==> config.mk <==
export PLATFORM = sky130hd
export DESIGN_NAME = flpci_top
export DESIGN_NICKNAME = d
export VERILOG_FILES = /design/src/logic/flpci_pkg.sv /design/src/logic/flpci_sync.sv /design/src/logic/flpci_top.sv
export SDC_FILE = /design/constraint.sdc
export NUM_CORES = 1
export LEC_CHECK = 0
export ABC_AREA = 1
export BUFFER_PORTS_ARGS = -buffer_cell sky130_fd_sc_hd__buf_2
export CAP_MARGIN = 0
export CORE_MARGIN = 2
export CORE_UTILIZATION = 40
export CTS_BUF_LIST = sky130_fd_sc_hd__clkbuf_4
export DETAILED_ROUTE_END_ITERATION = 10
export GPL_ROUTABILITY_DRIVEN = 0
export MAX_ROUTING_LAYER = met4
export SLEW_MARGIN = 15
export SYNTH_ARGS = -nofsm -noshare
export SYNTH_HDL_FRONTEND = slang
export SYNTH_HIERARCHICAL = 1
export SYNTH_SLANG_ARGS = --single-unit
==> constraint.sdc <==
create_clock -name i_core_clk -period 6.7 [get_ports i_core_clk]
set_input_delay 0.335 -clock i_core_clk [delete_from_list [all_inputs] [get_ports i_core_clk]]
set_output_delay 0.335 -clock i_core_clk [all_outputs]
set_load 0.01 [all_outputs]
==> src/logic/flpci_pkg.sv <==
// Purpose: Shared constants for the flash LED pulse-count control interface.
// Assumes: Core clock of 200 MHz.
// Notes: Times are kept in their own unit; cycle counts derive from them.
package flpci_pkg;
  localparam int CLK_MHZ = 200;
  // Indicator pattern: on 1 us out of every 32 us.
  localparam int IND_ON_NS = 1000;
  localparam int IND_PERIOD_NS = 32000;
  localparam int IND_ON_CYC = (IND_ON_NS * CLK_MHZ + 999) / 1000;
  localparam int IND_PERIOD_CYC = (IND_PERIOD_NS * CLK_MHZ) / 1000;
  // One millisecond step of the timed indicator pulse.
  localparam int MS_US = 1000;
  localparam int MS_CYC = MS_US * CLK_MHZ;
  // Flash time limit.
  localparam int FLASH_LIMIT_MS = 800;
  localparam int FLASH_LIMIT_CYC = FLASH_LIMIT_MS * MS_CYC;
  // Window in which the timed indicator setup train must complete.
  localparam int SETUP_WIN_US = 128;
  localparam int SETUP_WIN_CYC = SETUP_WIN_US * CLK_MHZ;
  // Internal start delay for sequencing method A.
  localparam int START_DELAY_US = 10;
  localparam int START_DELAY_CYC = START_DELAY_US * CLK_MHZ;
  // Pulse count limits.
  localparam logic [4:0] NOISE_MAX = 5'h02;
  localparam logic [4:0] COUNT_SAT = 5'h11;
  localparam logic [4:0] TORCH_MIN = 5'h02;
  localparam logic [4:0] FLASH_MIN = 5'h06;
  // Current ratios.
  localparam logic [12:0] IND_RATIO = 13'h0034;
  localparam logic [12:0] TORCH_RATIO = 13'h0667;
  // Operating modes.
  typedef enum logic [1:0] {
    MODE_OFF = 2'b00,
    MODE_IND = 2'b01,
    MODE_TORCH = 2'b10,
    MODE_FLASH = 2'b11
  } flpci_mode_e;
endpackage

==> src/logic/flpci_sync.sv <==
// Purpose: Two-flop synchroniser for asynchronous pin inputs.
// Assumes: Inputs are slow levels that hold far longer than a clock period.
// Notes: Only the second stage leaves this module.
`timescale 1ns/1ps
module flpci_sync #(
  parameter int WIDTH = 4
) (
  // Clock and control
  input wire logic i_core_clk,
  input wire logic i_nrst,
  input wire logic i_ce,
  // Data
  input wire logic [WIDTH-1:0] i_d,
  output logic [WIDTH-1:0] o_q
);
  logic [WIDTH-1:0] meta_r;

  always_ff @(posedge i_core_clk) begin
    if (!i_nrst) begin
      meta_r <= '0;
      o_q <= '0;
    end else if (i_ce) begin
      meta_r <= i_d;
      o_q <= meta_r;
    end
  end
endmodule

==> src/logic/flpci_top.sv <==
// Purpose: Decode the two control inputs of a flash LED driver into mode,
//   current ratio and the LED enable, with flash time limit.
// Assumes: Pins are asynchronous; i_multi_current selects the variant.
// Notes: Analog current scaling is outside; o_ratio is the sink ratio.
`timescale 1ns/1ps
module flpci_top #(
  parameter int MS_CYC = flpci_pkg::MS_CYC,
  parameter int FLASH_LIMIT_CYC = flpci_pkg::FLASH_LIMIT_CYC,
  parameter int SETUP_WIN_CYC = flpci_pkg::SETUP_WIN_CYC,
  parameter int START_DELAY_CYC = flpci_pkg::START_DELAY_CYC
) (
  // Clock, reset, enable
  input wire logic i_core_clk,
  input wire logic i_nrst,
  input wire logic i_ce,
  // Control pins
  input wire logic i_first_control_input,
  input wire logic i_second_control_input,
  input wire logic i_transmit_current_mask,
  input wire logic i_multi_current,
  // LED drive
  output logic o_led_on,
  output logic [1:0] o_mode,
  output logic [12:0] o_ratio,
  output logic o_current_reduced,
  // Status
  output logic o_method_b,
  output logic [4:0] o_pulse_count,
  output logic o_flash_timed_out
);
  typedef enum logic [2:0] {
    ST_IDLE = 3'b000,
    ST_A_WAIT = 3'b001,
    ST_B_SETUP = 3'b010,
    ST_ACTIVE = 3'b011,
    ST_DIRECT = 3'b100,
    ST_TIMED = 3'b101
  } flpci_state_e;

  function automatic logic [4:0] flpci_inc(input logic [4:0] n);
    flpci_inc = (n >= flpci_pkg::COUNT_SAT) ? n : n + 5'h01;
  endfunction

  function automatic flpci_pkg::flpci_mode_e flpci_decode(
    input logic [4:0] n);
    if (n < flpci_pkg::TORCH_MIN) flpci_decode = flpci_pkg::MODE_IND;
    else if (n < flpci_pkg::FLASH_MIN) flpci_decode = flpci_pkg::MODE_TORCH;
    else flpci_decode = flpci_pkg::MODE_FLASH;
  endfunction

  function automatic logic [12:0] flpci_ratio(input logic [4:0] n);
    case (n)
      5'h00, 5'h01: flpci_ratio = flpci_pkg::IND_RATIO;
      5'h02: flpci_ratio = 13'h01c0;
      5'h03: flpci_ratio = 13'h03a1;
      5'h04: flpci_ratio = 13'h0582;
      5'h05: flpci_ratio = 13'h0763;
      5'h06: flpci_ratio = 13'h0943;
      5'h07: flpci_ratio = 13'h0b24;
      5'h08: flpci_ratio = 13'h0d05;
      5'h09: flpci_ratio = 13'h0ee6;
      5'h0a: flpci_ratio = 13'h10c7;
      5'h0b: flpci_ratio = 13'h12a8;
      5'h0c: flpci_ratio = 13'h1489;
      5'h0d: flpci_ratio = 13'h1669;
      5'h0e: flpci_ratio = 13'h184a;
      5'h0f: flpci_ratio = 13'h1a2b;
      5'h10: flpci_ratio = 13'h1c0c;
      default: flpci_ratio = 13'h1de2;
    endcase
  endfunction

  logic [3:0] pins_q;
  logic first_in, second_in, mask, multi;
  logic first_d_r, second_d_r;
  logic first_rise, first_fall, second_rise, second_fall;
  flpci_state_e state_r;
  logic [27:0] tmr_r;
  logic [4:0] cnt_r;
  logic [3:0] ms_left_r;
  logic win_r;
  logic method_b_r;
  logic [12:0] pwm_r;
  logic [27:0] flash_tmr_r;
  logic timed_out_r;
  flpci_pkg::flpci_mode_e mode_nxt;
  logic [12:0] ratio_nxt;
  logic led_nxt;

  flpci_sync #(
    .WIDTH(4)
  ) u_sync (
    .i_core_clk(i_core_clk),
    .i_nrst(i_nrst),
    .i_ce(i_ce),
    .i_d({i_multi_current, i_transmit_current_mask,
          i_second_control_input, i_first_control_input}),
    .o_q(pins_q)
  );

  assign first_in = pins_q[0];
  assign second_in = pins_q[1];
  assign mask = pins_q[2];
  assign multi = pins_q[3];
  assign first_rise = first_in & ~first_d_r;
  assign first_fall = ~first_in & first_d_r;
  assign second_rise = second_in & ~second_d_r;
  assign second_fall = ~second_in & second_d_r;

  always_ff @(posedge i_core_clk) begin
    if (!i_nrst) begin
      first_d_r <= 1'b0;
      second_d_r <= 1'b0;
    end else if (i_ce) begin
      first_d_r <= first_in;
      second_d_r <= second_in;
    end
  end

  // Sequencing state, pulse counting and the shared cycle timer.
  always_ff @(posedge i_core_clk) begin
    if (!i_nrst) begin
      state_r <= ST_IDLE;
      tmr_r <= 28'h0000000;
      cnt_r <= 5'h00;
      ms_left_r <= 4'h0;
      win_r <= 1'b0;
      method_b_r <= 1'b0;
    end else if (i_ce) begin
      case (state_r)
        ST_IDLE: begin
          tmr_r <= 28'h0000000;
          cnt_r <= 5'h00;
          win_r <= 1'b0;
          if (!multi) begin
            state_r <= ST_DIRECT;
          end else if (second_rise && !first_in) begin
            method_b_r <= 1'b1;
            state_r <= ST_B_SETUP;
          end else if (first_rise) begin
            method_b_r <= 1'b0;
            state_r <= ST_A_WAIT;
          end
        end
        ST_A_WAIT: begin
          // The delay runs from the first rise of the first input.
          tmr_r <= tmr_r + 28'h0000001;
          if (second_rise && first_in) method_b_r <= 1'b0;
          if (first_fall) cnt_r <= flpci_inc(cnt_r);
          if (!first_in && !second_in && tmr_r > 28'h0000000 &&
              !first_fall) begin
            state_r <= ST_IDLE;
          end else if (tmr_r == 28'(START_DELAY_CYC - 1)) begin
            state_r <= ST_ACTIVE;
          end
        end
        ST_B_SETUP: begin
          if (first_fall) cnt_r <= flpci_inc(cnt_r);
          if (second_rise) state_r <= ST_ACTIVE;
        end
        ST_ACTIVE: begin
          // Method B ends with the strobe; method A with both inputs low.
          if (method_b_r && !second_in) state_r <= ST_IDLE;
          else if (!method_b_r && !first_in && !second_in) begin
            state_r <= ST_IDLE;
          end
        end
        ST_DIRECT: begin
          if (multi) begin
            state_r <= ST_IDLE;
          end else if (first_in) begin
            cnt_r <= 5'h00;
            win_r <= 1'b0;
          end else begin
            if (second_fall) begin
              cnt_r <= flpci_inc(cnt_r);
              if (!win_r) begin
                win_r <= 1'b1;
                tmr_r <= 28'h0000000;
              end
            end
            if (win_r) tmr_r <= tmr_r + 28'h0000001;
            // A train of NOISE_MAX falls or fewer, or with the second input high, is dropped when its window ends.
            if (win_r && tmr_r == 28'(SETUP_WIN_CYC - 1)) begin
              win_r <= 1'b0;
              cnt_r <= 5'h00;
              if (cnt_r > flpci_pkg::NOISE_MAX && !second_in) begin
                ms_left_r <= 4'(cnt_r - flpci_pkg::NOISE_MAX);
                tmr_r <= 28'h0000000;
                state_r <= ST_TIMED;
              end
            end
          end
        end
        ST_TIMED: begin
          if (tmr_r == 28'(MS_CYC - 1)) begin
            tmr_r <= 28'h0000000;
            ms_left_r <= ms_left_r - 4'h1;
            if (ms_left_r == 4'h1) state_r <= ST_DIRECT;
          end else begin
            tmr_r <= tmr_r + 28'h0000001;
          end
        end
        default: state_r <= ST_IDLE;
      endcase
    end
  end

  // Free-running indicator pattern counter.
  always_ff @(posedge i_core_clk) begin
    if (!i_nrst) begin
      pwm_r <= 13'h0000;
    end else if (i_ce) begin
      if (pwm_r == 13'(flpci_pkg::IND_PERIOD_CYC - 1)) pwm_r <= 13'h0000;
      else pwm_r <= pwm_r + 13'h0001;
    end
  end

  always_comb begin
    mode_nxt = flpci_pkg::MODE_OFF;
    ratio_nxt = 13'h0000;
    case (state_r)
      ST_ACTIVE: begin
        mode_nxt = flpci_decode(cnt_r);
        ratio_nxt = flpci_ratio(cnt_r);
      end
      ST_DIRECT: begin
        case ({second_in, first_in})
          2'b01: mode_nxt = flpci_pkg::MODE_IND;
          2'b10: mode_nxt = flpci_pkg::MODE_TORCH;
          2'b11: mode_nxt = flpci_pkg::MODE_FLASH;
          default: mode_nxt = flpci_pkg::MODE_OFF;
        endcase
        case ({second_in, first_in})
          2'b01: ratio_nxt = flpci_pkg::IND_RATIO;
          2'b10: ratio_nxt = flpci_pkg::TORCH_RATIO;
          2'b11: ratio_nxt = flpci_ratio(flpci_pkg::COUNT_SAT);
          default: ratio_nxt = 13'h0000;
        endcase
      end
      ST_TIMED: begin
        mode_nxt = flpci_pkg::MODE_TORCH;
        ratio_nxt = flpci_pkg::TORCH_RATIO;
      end
      default: begin
        mode_nxt = flpci_pkg::MODE_OFF;
        ratio_nxt = 13'h0000;
      end
    endcase
    led_nxt = (mode_nxt != flpci_pkg::MODE_OFF);
    if (mode_nxt == flpci_pkg::MODE_IND) begin
      led_nxt = (pwm_r < 13'(flpci_pkg::IND_ON_CYC));
    end
    if (mode_nxt == flpci_pkg::MODE_FLASH && timed_out_r) begin
      led_nxt = 1'b0;
    end
  end

  // The limit counts flash time only; the mask input never enters here.
  always_ff @(posedge i_core_clk) begin
    if (!i_nrst) begin
      flash_tmr_r <= 28'h0000000;
      timed_out_r <= 1'b0;
    end else if (i_ce) begin
      if (mode_nxt != flpci_pkg::MODE_FLASH) begin
        flash_tmr_r <= 28'h0000000;
        timed_out_r <= 1'b0;
      end else if (!timed_out_r) begin
        flash_tmr_r <= flash_tmr_r + 28'h0000001;
        if (flash_tmr_r == 28'(FLASH_LIMIT_CYC - 1)) begin
          timed_out_r <= 1'b1;
        end
      end
    end
  end

  always_ff @(posedge i_core_clk) begin
    if (!i_nrst) begin
      o_led_on <= 1'b0;
      o_mode <= 2'b00;
      o_ratio <= 13'h0000;
      o_current_reduced <= 1'b0;
      o_method_b <= 1'b0;
      o_pulse_count <= 5'h00;
      o_flash_timed_out <= 1'b0;
    end else if (i_ce) begin
      o_led_on <= led_nxt;
      o_mode <= mode_nxt;
      o_ratio <= ratio_nxt;
      o_current_reduced <= mask;
      o_method_b <= method_b_r;
      o_pulse_count <= cnt_r;
      // The flag drops with flash mode, so it never stands beside a lit
      // torch or indicator in the cycle after flash is left.
      o_flash_timed_out <= timed_out_r && (mode_nxt == flpci_pkg::MODE_FLASH);
    end
  end
endmodule

# Yosys cells after proc, flatten, opt, wreduce, memory -nomap -nowiden
# Memories as Yosys holds them, arrays and structs flattened. A register that Yosys moved wholly into a read port is not among the register bits.
# Index checks and enable logic that the tools add are counted.
# W data, S select, Z words.
# op_classes
n_reduce_logical,30
mux,62
n_shift,0
bitwise,8
div_mod_pow,0
n_addsub,6
order_cmp,6
eq_ne,36
mul,0
# op_table
op,count
$mux W28,9
$pmux W28 S4,1
$pmux W13 S3,2
$add A28 B1 Y28 const B,2
$mux W3,14
$mux W5,8
$eq A28 B11 Y1 const B,1
$eq A28 B15 Y1 const B,1
$eq A28 B18 Y1 const B,1
$eq A28 B28 Y1 const B,1
$gt A28 B1 Y1 const B,1
$mux W4,5
$ne A2 B2 Y1 const B,9
$pmux W3 S6,1
$pmux W5 S3,1
$mux W1,14
$add A13 B1 Y13 const B,1
$eq A13 B13 Y1 const B,1
$lt A13 B8 Y1 const B,1
$mux W13,1
$pmux W2 S3,2
$logic_and A1 B1 Y1,11
$reduce_and A10 Y1,1
$reduce_and A5 Y1,2
32 further kinds,57
# word_totals
rom_bits,416
output_inout_bits,24
latch_bits,0
reg_bits,118
ram_bits,0
mem_count,1
# mem_list
memory,words,word_bits,read_ports,rd_clocked_by_memory_dff,wr,line,text
(no name shown),32,13,1,1,0,flpci_top.sv:52,case (n)

# Logic depth before layout (Yosys ltp)
# logic_depth
word_depth,9
ltp_mapped,19
depth_no_buf,18

# By module
# Netlist, hierarchy kept.
# modules_own_cells
mod,area_per_inst_um2,cells_each,n_inst
flpci_top,7404.6,1131,1
flpci_sync,356.6,51,1

# Worst setup path before layout
# OpenSTA, ideal clock, no wires.
# synth_timing
path_type,flip-flop to flip-flop
start,register tmr_r[0]
end,register (tool-made name)
path_stages_with_launch,14
synth_period_minus_slack_ns,2.319
required_ns,6.630
t_arrival_ns,2.250
setup_slack_ns,4.381
path_cell_list,dfxtp_1 ha_1 nand3_2 nor2_2 nand4_2 nand3_2 nand3_1 nand2_1 nand3_1 ha_1 nand3_1 nand2_1 nand2_1 a21oi_1
# synth_rtl
item,line,text
start: declaration,flpci_top.sv:78,logic [27:0] tmr_r;
start signal: assignment,flpci_top.sv:147,tmr_r <= tmr_r + 28'h0000001;
start signal: assignment,flpci_top.sv:182,if (win_r) tmr_r <= tmr_r + 28'h0000001;
start signal: assignment,flpci_top.sv:201,tmr_r <= tmr_r + 28'h0000001;

# Final worst setup path
# layout_timing
start,register state_r[1]
end,register tmr_r[10]
# layout_via
elab_chain_cells,3
elab_cells_between_ends,9
classes_between,5 x eq/ne; 1 x mux; 3 x reduce/logical
# layout_lines
item,line,text
start: declaration,flpci_top.sv:77,flpci_state_e state_r;
start signal: assignment,flpci_top.sv:123,state_r <= ST_IDLE;
start signal: assignment,flpci_top.sv:136,state_r <= ST_DIRECT;
start signal: assignment,flpci_top.sv:139,state_r <= ST_B_SETUP;
$eq A3 B3 Y1 (tied with other cells),flpci_top.sv:130,case (state_r)
$ne A2 B2 Y1 (no line) or $reduce_bool A4 Y1 (tied branches),n/a,
$reduce_and A4 Y1 (no line),n/a,
# Several ways; a longest one is shown, not always the timed one.
# A chain may end at the register's enable or synchronous reset.

==> flow_metrics.env <==
export IMPL_status="completed"
export IMPL_ir_drop_mv=0.134
export IMPL_relSlewSlack=0.411
export IMPL_worst_pin_slew_ps=880
export IMPL_synth_top_cell_area_share=0.338
export IMPL_syn_area_um2=7760
export IMPL_drtIter0Drc=476
export IMPL_clockBufferDepth=2
export IMPL_timing_final_crit_share=0.460
export IMPL_synth_top_cell_by_area="dfxtp_1"
export IMPL_ios=31
export IMPL_vias_per_cell=5.06
export IMPL_dieWidth_um=143
export IMPL_finalSetupViolations=0
export IMPL_grt_use_total=0.209
export IMPL_synthArstFlopShare=0
export IMPL_cap_violations=0
export IMPL_area_growth_syn_to_layout_pct=8.00
export IMPL_skew_ps=27.2
export IMPL_dp_hpwl_um=14100
export IMPL_worstSkewPairLatency_ps=570
export IMPL_antenna_found_initial=1
export IMPL_synth_area_per_cell_um2=6.57
export IMPL_r2r_end="tmr_r[10]$_SDFFE_PN0P_"
export IMPL_htreeDepth=4
export IMPL_dieArea_um2=20500
export IMPL_period_minus_slack_ps=3080
export IMPL_fillerInstances=2040
export IMPL_synth_distinct_cells=53
export IMPL_cts_tree="built"
export IMPL_place_inst=1438
export IMPL_syn_nets=1214
export IMPL_synth_area_leaders="dfxtp_1 (34%), nand2_1 (15%), nor2_1 (6.8%)"
export IMPL_cp_max_fo=27
export IMPL_setup_ws_ps=3620
export IMPL_grt_overflow=0
export IMPL_final_nets=1229
export IMPL_cts_root_buf="clkbuf_4"
export IMPL_yosys_warnings=6
export IMPL_drc=0
export IMPL_drive_above_1_share=0.0967
export IMPL_clk_pin_slew_ps=140
export IMPL_drt_total_wl_um=19900
export IMPL_crit_path_end_kind="flop"
export IMPL_setup_tns_ps=0
export IMPL_rsz0062_at_grt="false"
export IMPL_cp_arrival_ps=3600
export IMPL_total_power_mw=2.12
export IMPL_yosysSeqAreaShare=0.338
export IMPL_crit_type="reg2reg"
export IMPL_grt_pass1_vias=7042
export IMPL_finalMaxSlewViolations=0
export IMPL_netlist_instances=1182
export IMPL_synth_edf_count=0
export IMPL_worst_setup_path_start_kind="flop"
export IMPL_fmax_mhz=324
export IMPL_dp_slack_ps=3650
export IMPL_hold_class="in2reg"
export IMPL_die_h_um=143
export IMPL_port_buffers=30
export IMPL_grt_max_degree=62
export IMPL_synth_seq_cells=131
export IMPL_vias=7448
export IMPL_crit_path_start="state_r[1]$_SDFFE_PN0P_"
export IMPL_grt_pass1_wl_um=33700
export IMPL_rr_worst_depth=10
export IMPL_reg2reg_slack_ps=3620
export IMPL_r2r_start="state_r[1]$_SDFFE_PN0P_"
export IMPL_setup_worst_path_end="tmr_r[10]$_SDFFE_PN0P_"
export IMPL_ys_flop_type="dfxtp_1"
export IMPL_cts_resized=0
export IMPL_ant_nets=0
export IMPL_first_pass_iters=5
export IMPL_cp_required_ps=7220
export IMPL_p_leak_nw=3.28
export IMPL_cts_setup_buffers=0
export IMPL_cts_hold_buf=0
export IMPL_numCtsBuffers=17
export IMPL_start_util=0.411
export IMPL_core_region_area_um2=18900
export IMPL_final_cells=1471
export IMPL_synth_top_cells_by_count="nand2_1 (306), nor2_1 (140), dfxtp_1 (131), inv_1 (107), a21oi_1 (89)"
export IMPL_wl_per_cell_um=13.5
export IMPL_cts_sinks=131
export IMPL_rows=50
export IMPL_powerDensity_nw_per_um2=253
export IMPL_yosysMostFrequentCell="nand2_1"
export IMPL_hold_viol=0
## state kept, by name (all words and copies together), names as in the netlist, 2 cells and up, named ones only
| signal | cells |
|---|---|
| flash_tmr_r | 28 |
| tmr_r | 28 |
| o_ratio | 13 |
| pwm_r | 13 |
| cnt_r | 5 |
| o_pulse_count | 5 |
| ms_left_r | 4 |
| u_sync/meta_r | 4 |
| u_sync/o_q | 4 |
| state_r | 3 |
| o_mode | 2 |
## cells by family after synthesis
group | Yosys count | synth area share
xor gates and xnor gates | 30 | 0.0339
buffers and inverters | 160 | 0.0833
and+or+nand+nor | 628 | 0.357
AOI/OAI and AO/OA | 208 | 0.148
adders and majority gates | 25 | 0.0403
DFF | 131 | 0.338
## cells in the final DEF, fill, tap and decap left out, types with 10 or more instances in the layout
master    instances
nand4_1          21
nor2_1          140
clkbuf_4         17
nand3_1          70
inv_1           107
o21ai_1          10
a21oi_1          89
inv_2            16
xor2_1           24
o21ai_0          70
buf_2            30
nand2_1         306
dfxtp_1         131
ha_1             25
nor3_1           45
## through the flow
step,utilization,area (um2),hold slack (ps)
after global routing,0.444,8380,22.4
final,0.444,8380,58.0
after floorplan,-,7760,423
after CTS,0.444,8380,32.1
after detailed placement,0.427,8070,442
after global placement,0.427,8070,437
## how the worst min path moves through the flow
stage	from	slack (ps)	endpoint	depth (start not counted)
6_report	i_transmit_current_mask	60	u_sync/meta_r[2]$_SDFFE_PN0P_	5
3_5_place_dp	flash_tmr_r[4]$_SDFFE_PN0P_	440	flash_tmr_r[4]$_SDFFE_PN0P_	2
5_1_grt	i_transmit_current_mask	20	u_sync/meta_r[2]$_SDFFE_PN0P_	5
3_3_place_gp	flash_tmr_r[4]$_SDFFE_PN0P_	440	flash_tmr_r[4]$_SDFFE_PN0P_	2
2_1_floorplan	flash_tmr_r[4]$_SDFFE_PN0P_	420	flash_tmr_r[4]$_SDFFE_PN0P_	2
4_1_cts	i_multi_current	30	u_sync/meta_r[3]$_SDFFE_PN0P_	5
## routing by layer
layer | vias up | wire length, um | track usage
met5 | - | 0 | -
met4 | 0 | 361 | 0.0604
met3 | 32 | 780 | 0.0400
met2 | 171 | 9170 | 0.337
met1 | 3343 | 9610 | 0.267
li1 | 3902 | - | -
## critical path: stages, from the launching register on
cell,delay (ps)
dfxtp_1,410
inv_2,90
nand2_2,130
nor2_4,140
nand2_1,100
nand4_2,650
nor2_1,940
nand2_1,230
nor2_1,130
o21ai_0,80
nor2_1,140
## area by class of cell
class / count / area (um2) / share of cell area
Antenna cell: 1 / 2.50 / 0.000299
Clock buffer: 17 / 128 / 0.0152
Clock inverter: 15 / 178 / 0.0212
Inverter: 123 / 462 / 0.0551
Multi-Input combinational cell: 891 / 4490 / 0.536
Sequential cell: 131 / 2620 / 0.313
Tap cell: 260 / 325 / 0.0388
Timing Repair Buffer: 33 / 173 / 0.0206
## where the power goes
group | leakage [nW] | total [mW] | switching, mW | internal (mW)
sequential | 1.06 | 0.883 | 0.0514 | 0.832
clock | 0.154 | 0.588 | 0.328 | 0.261
combinational | 2.06 | 0.650 | 0.460 | 0.191
Power figures use the tool's default switching activity.
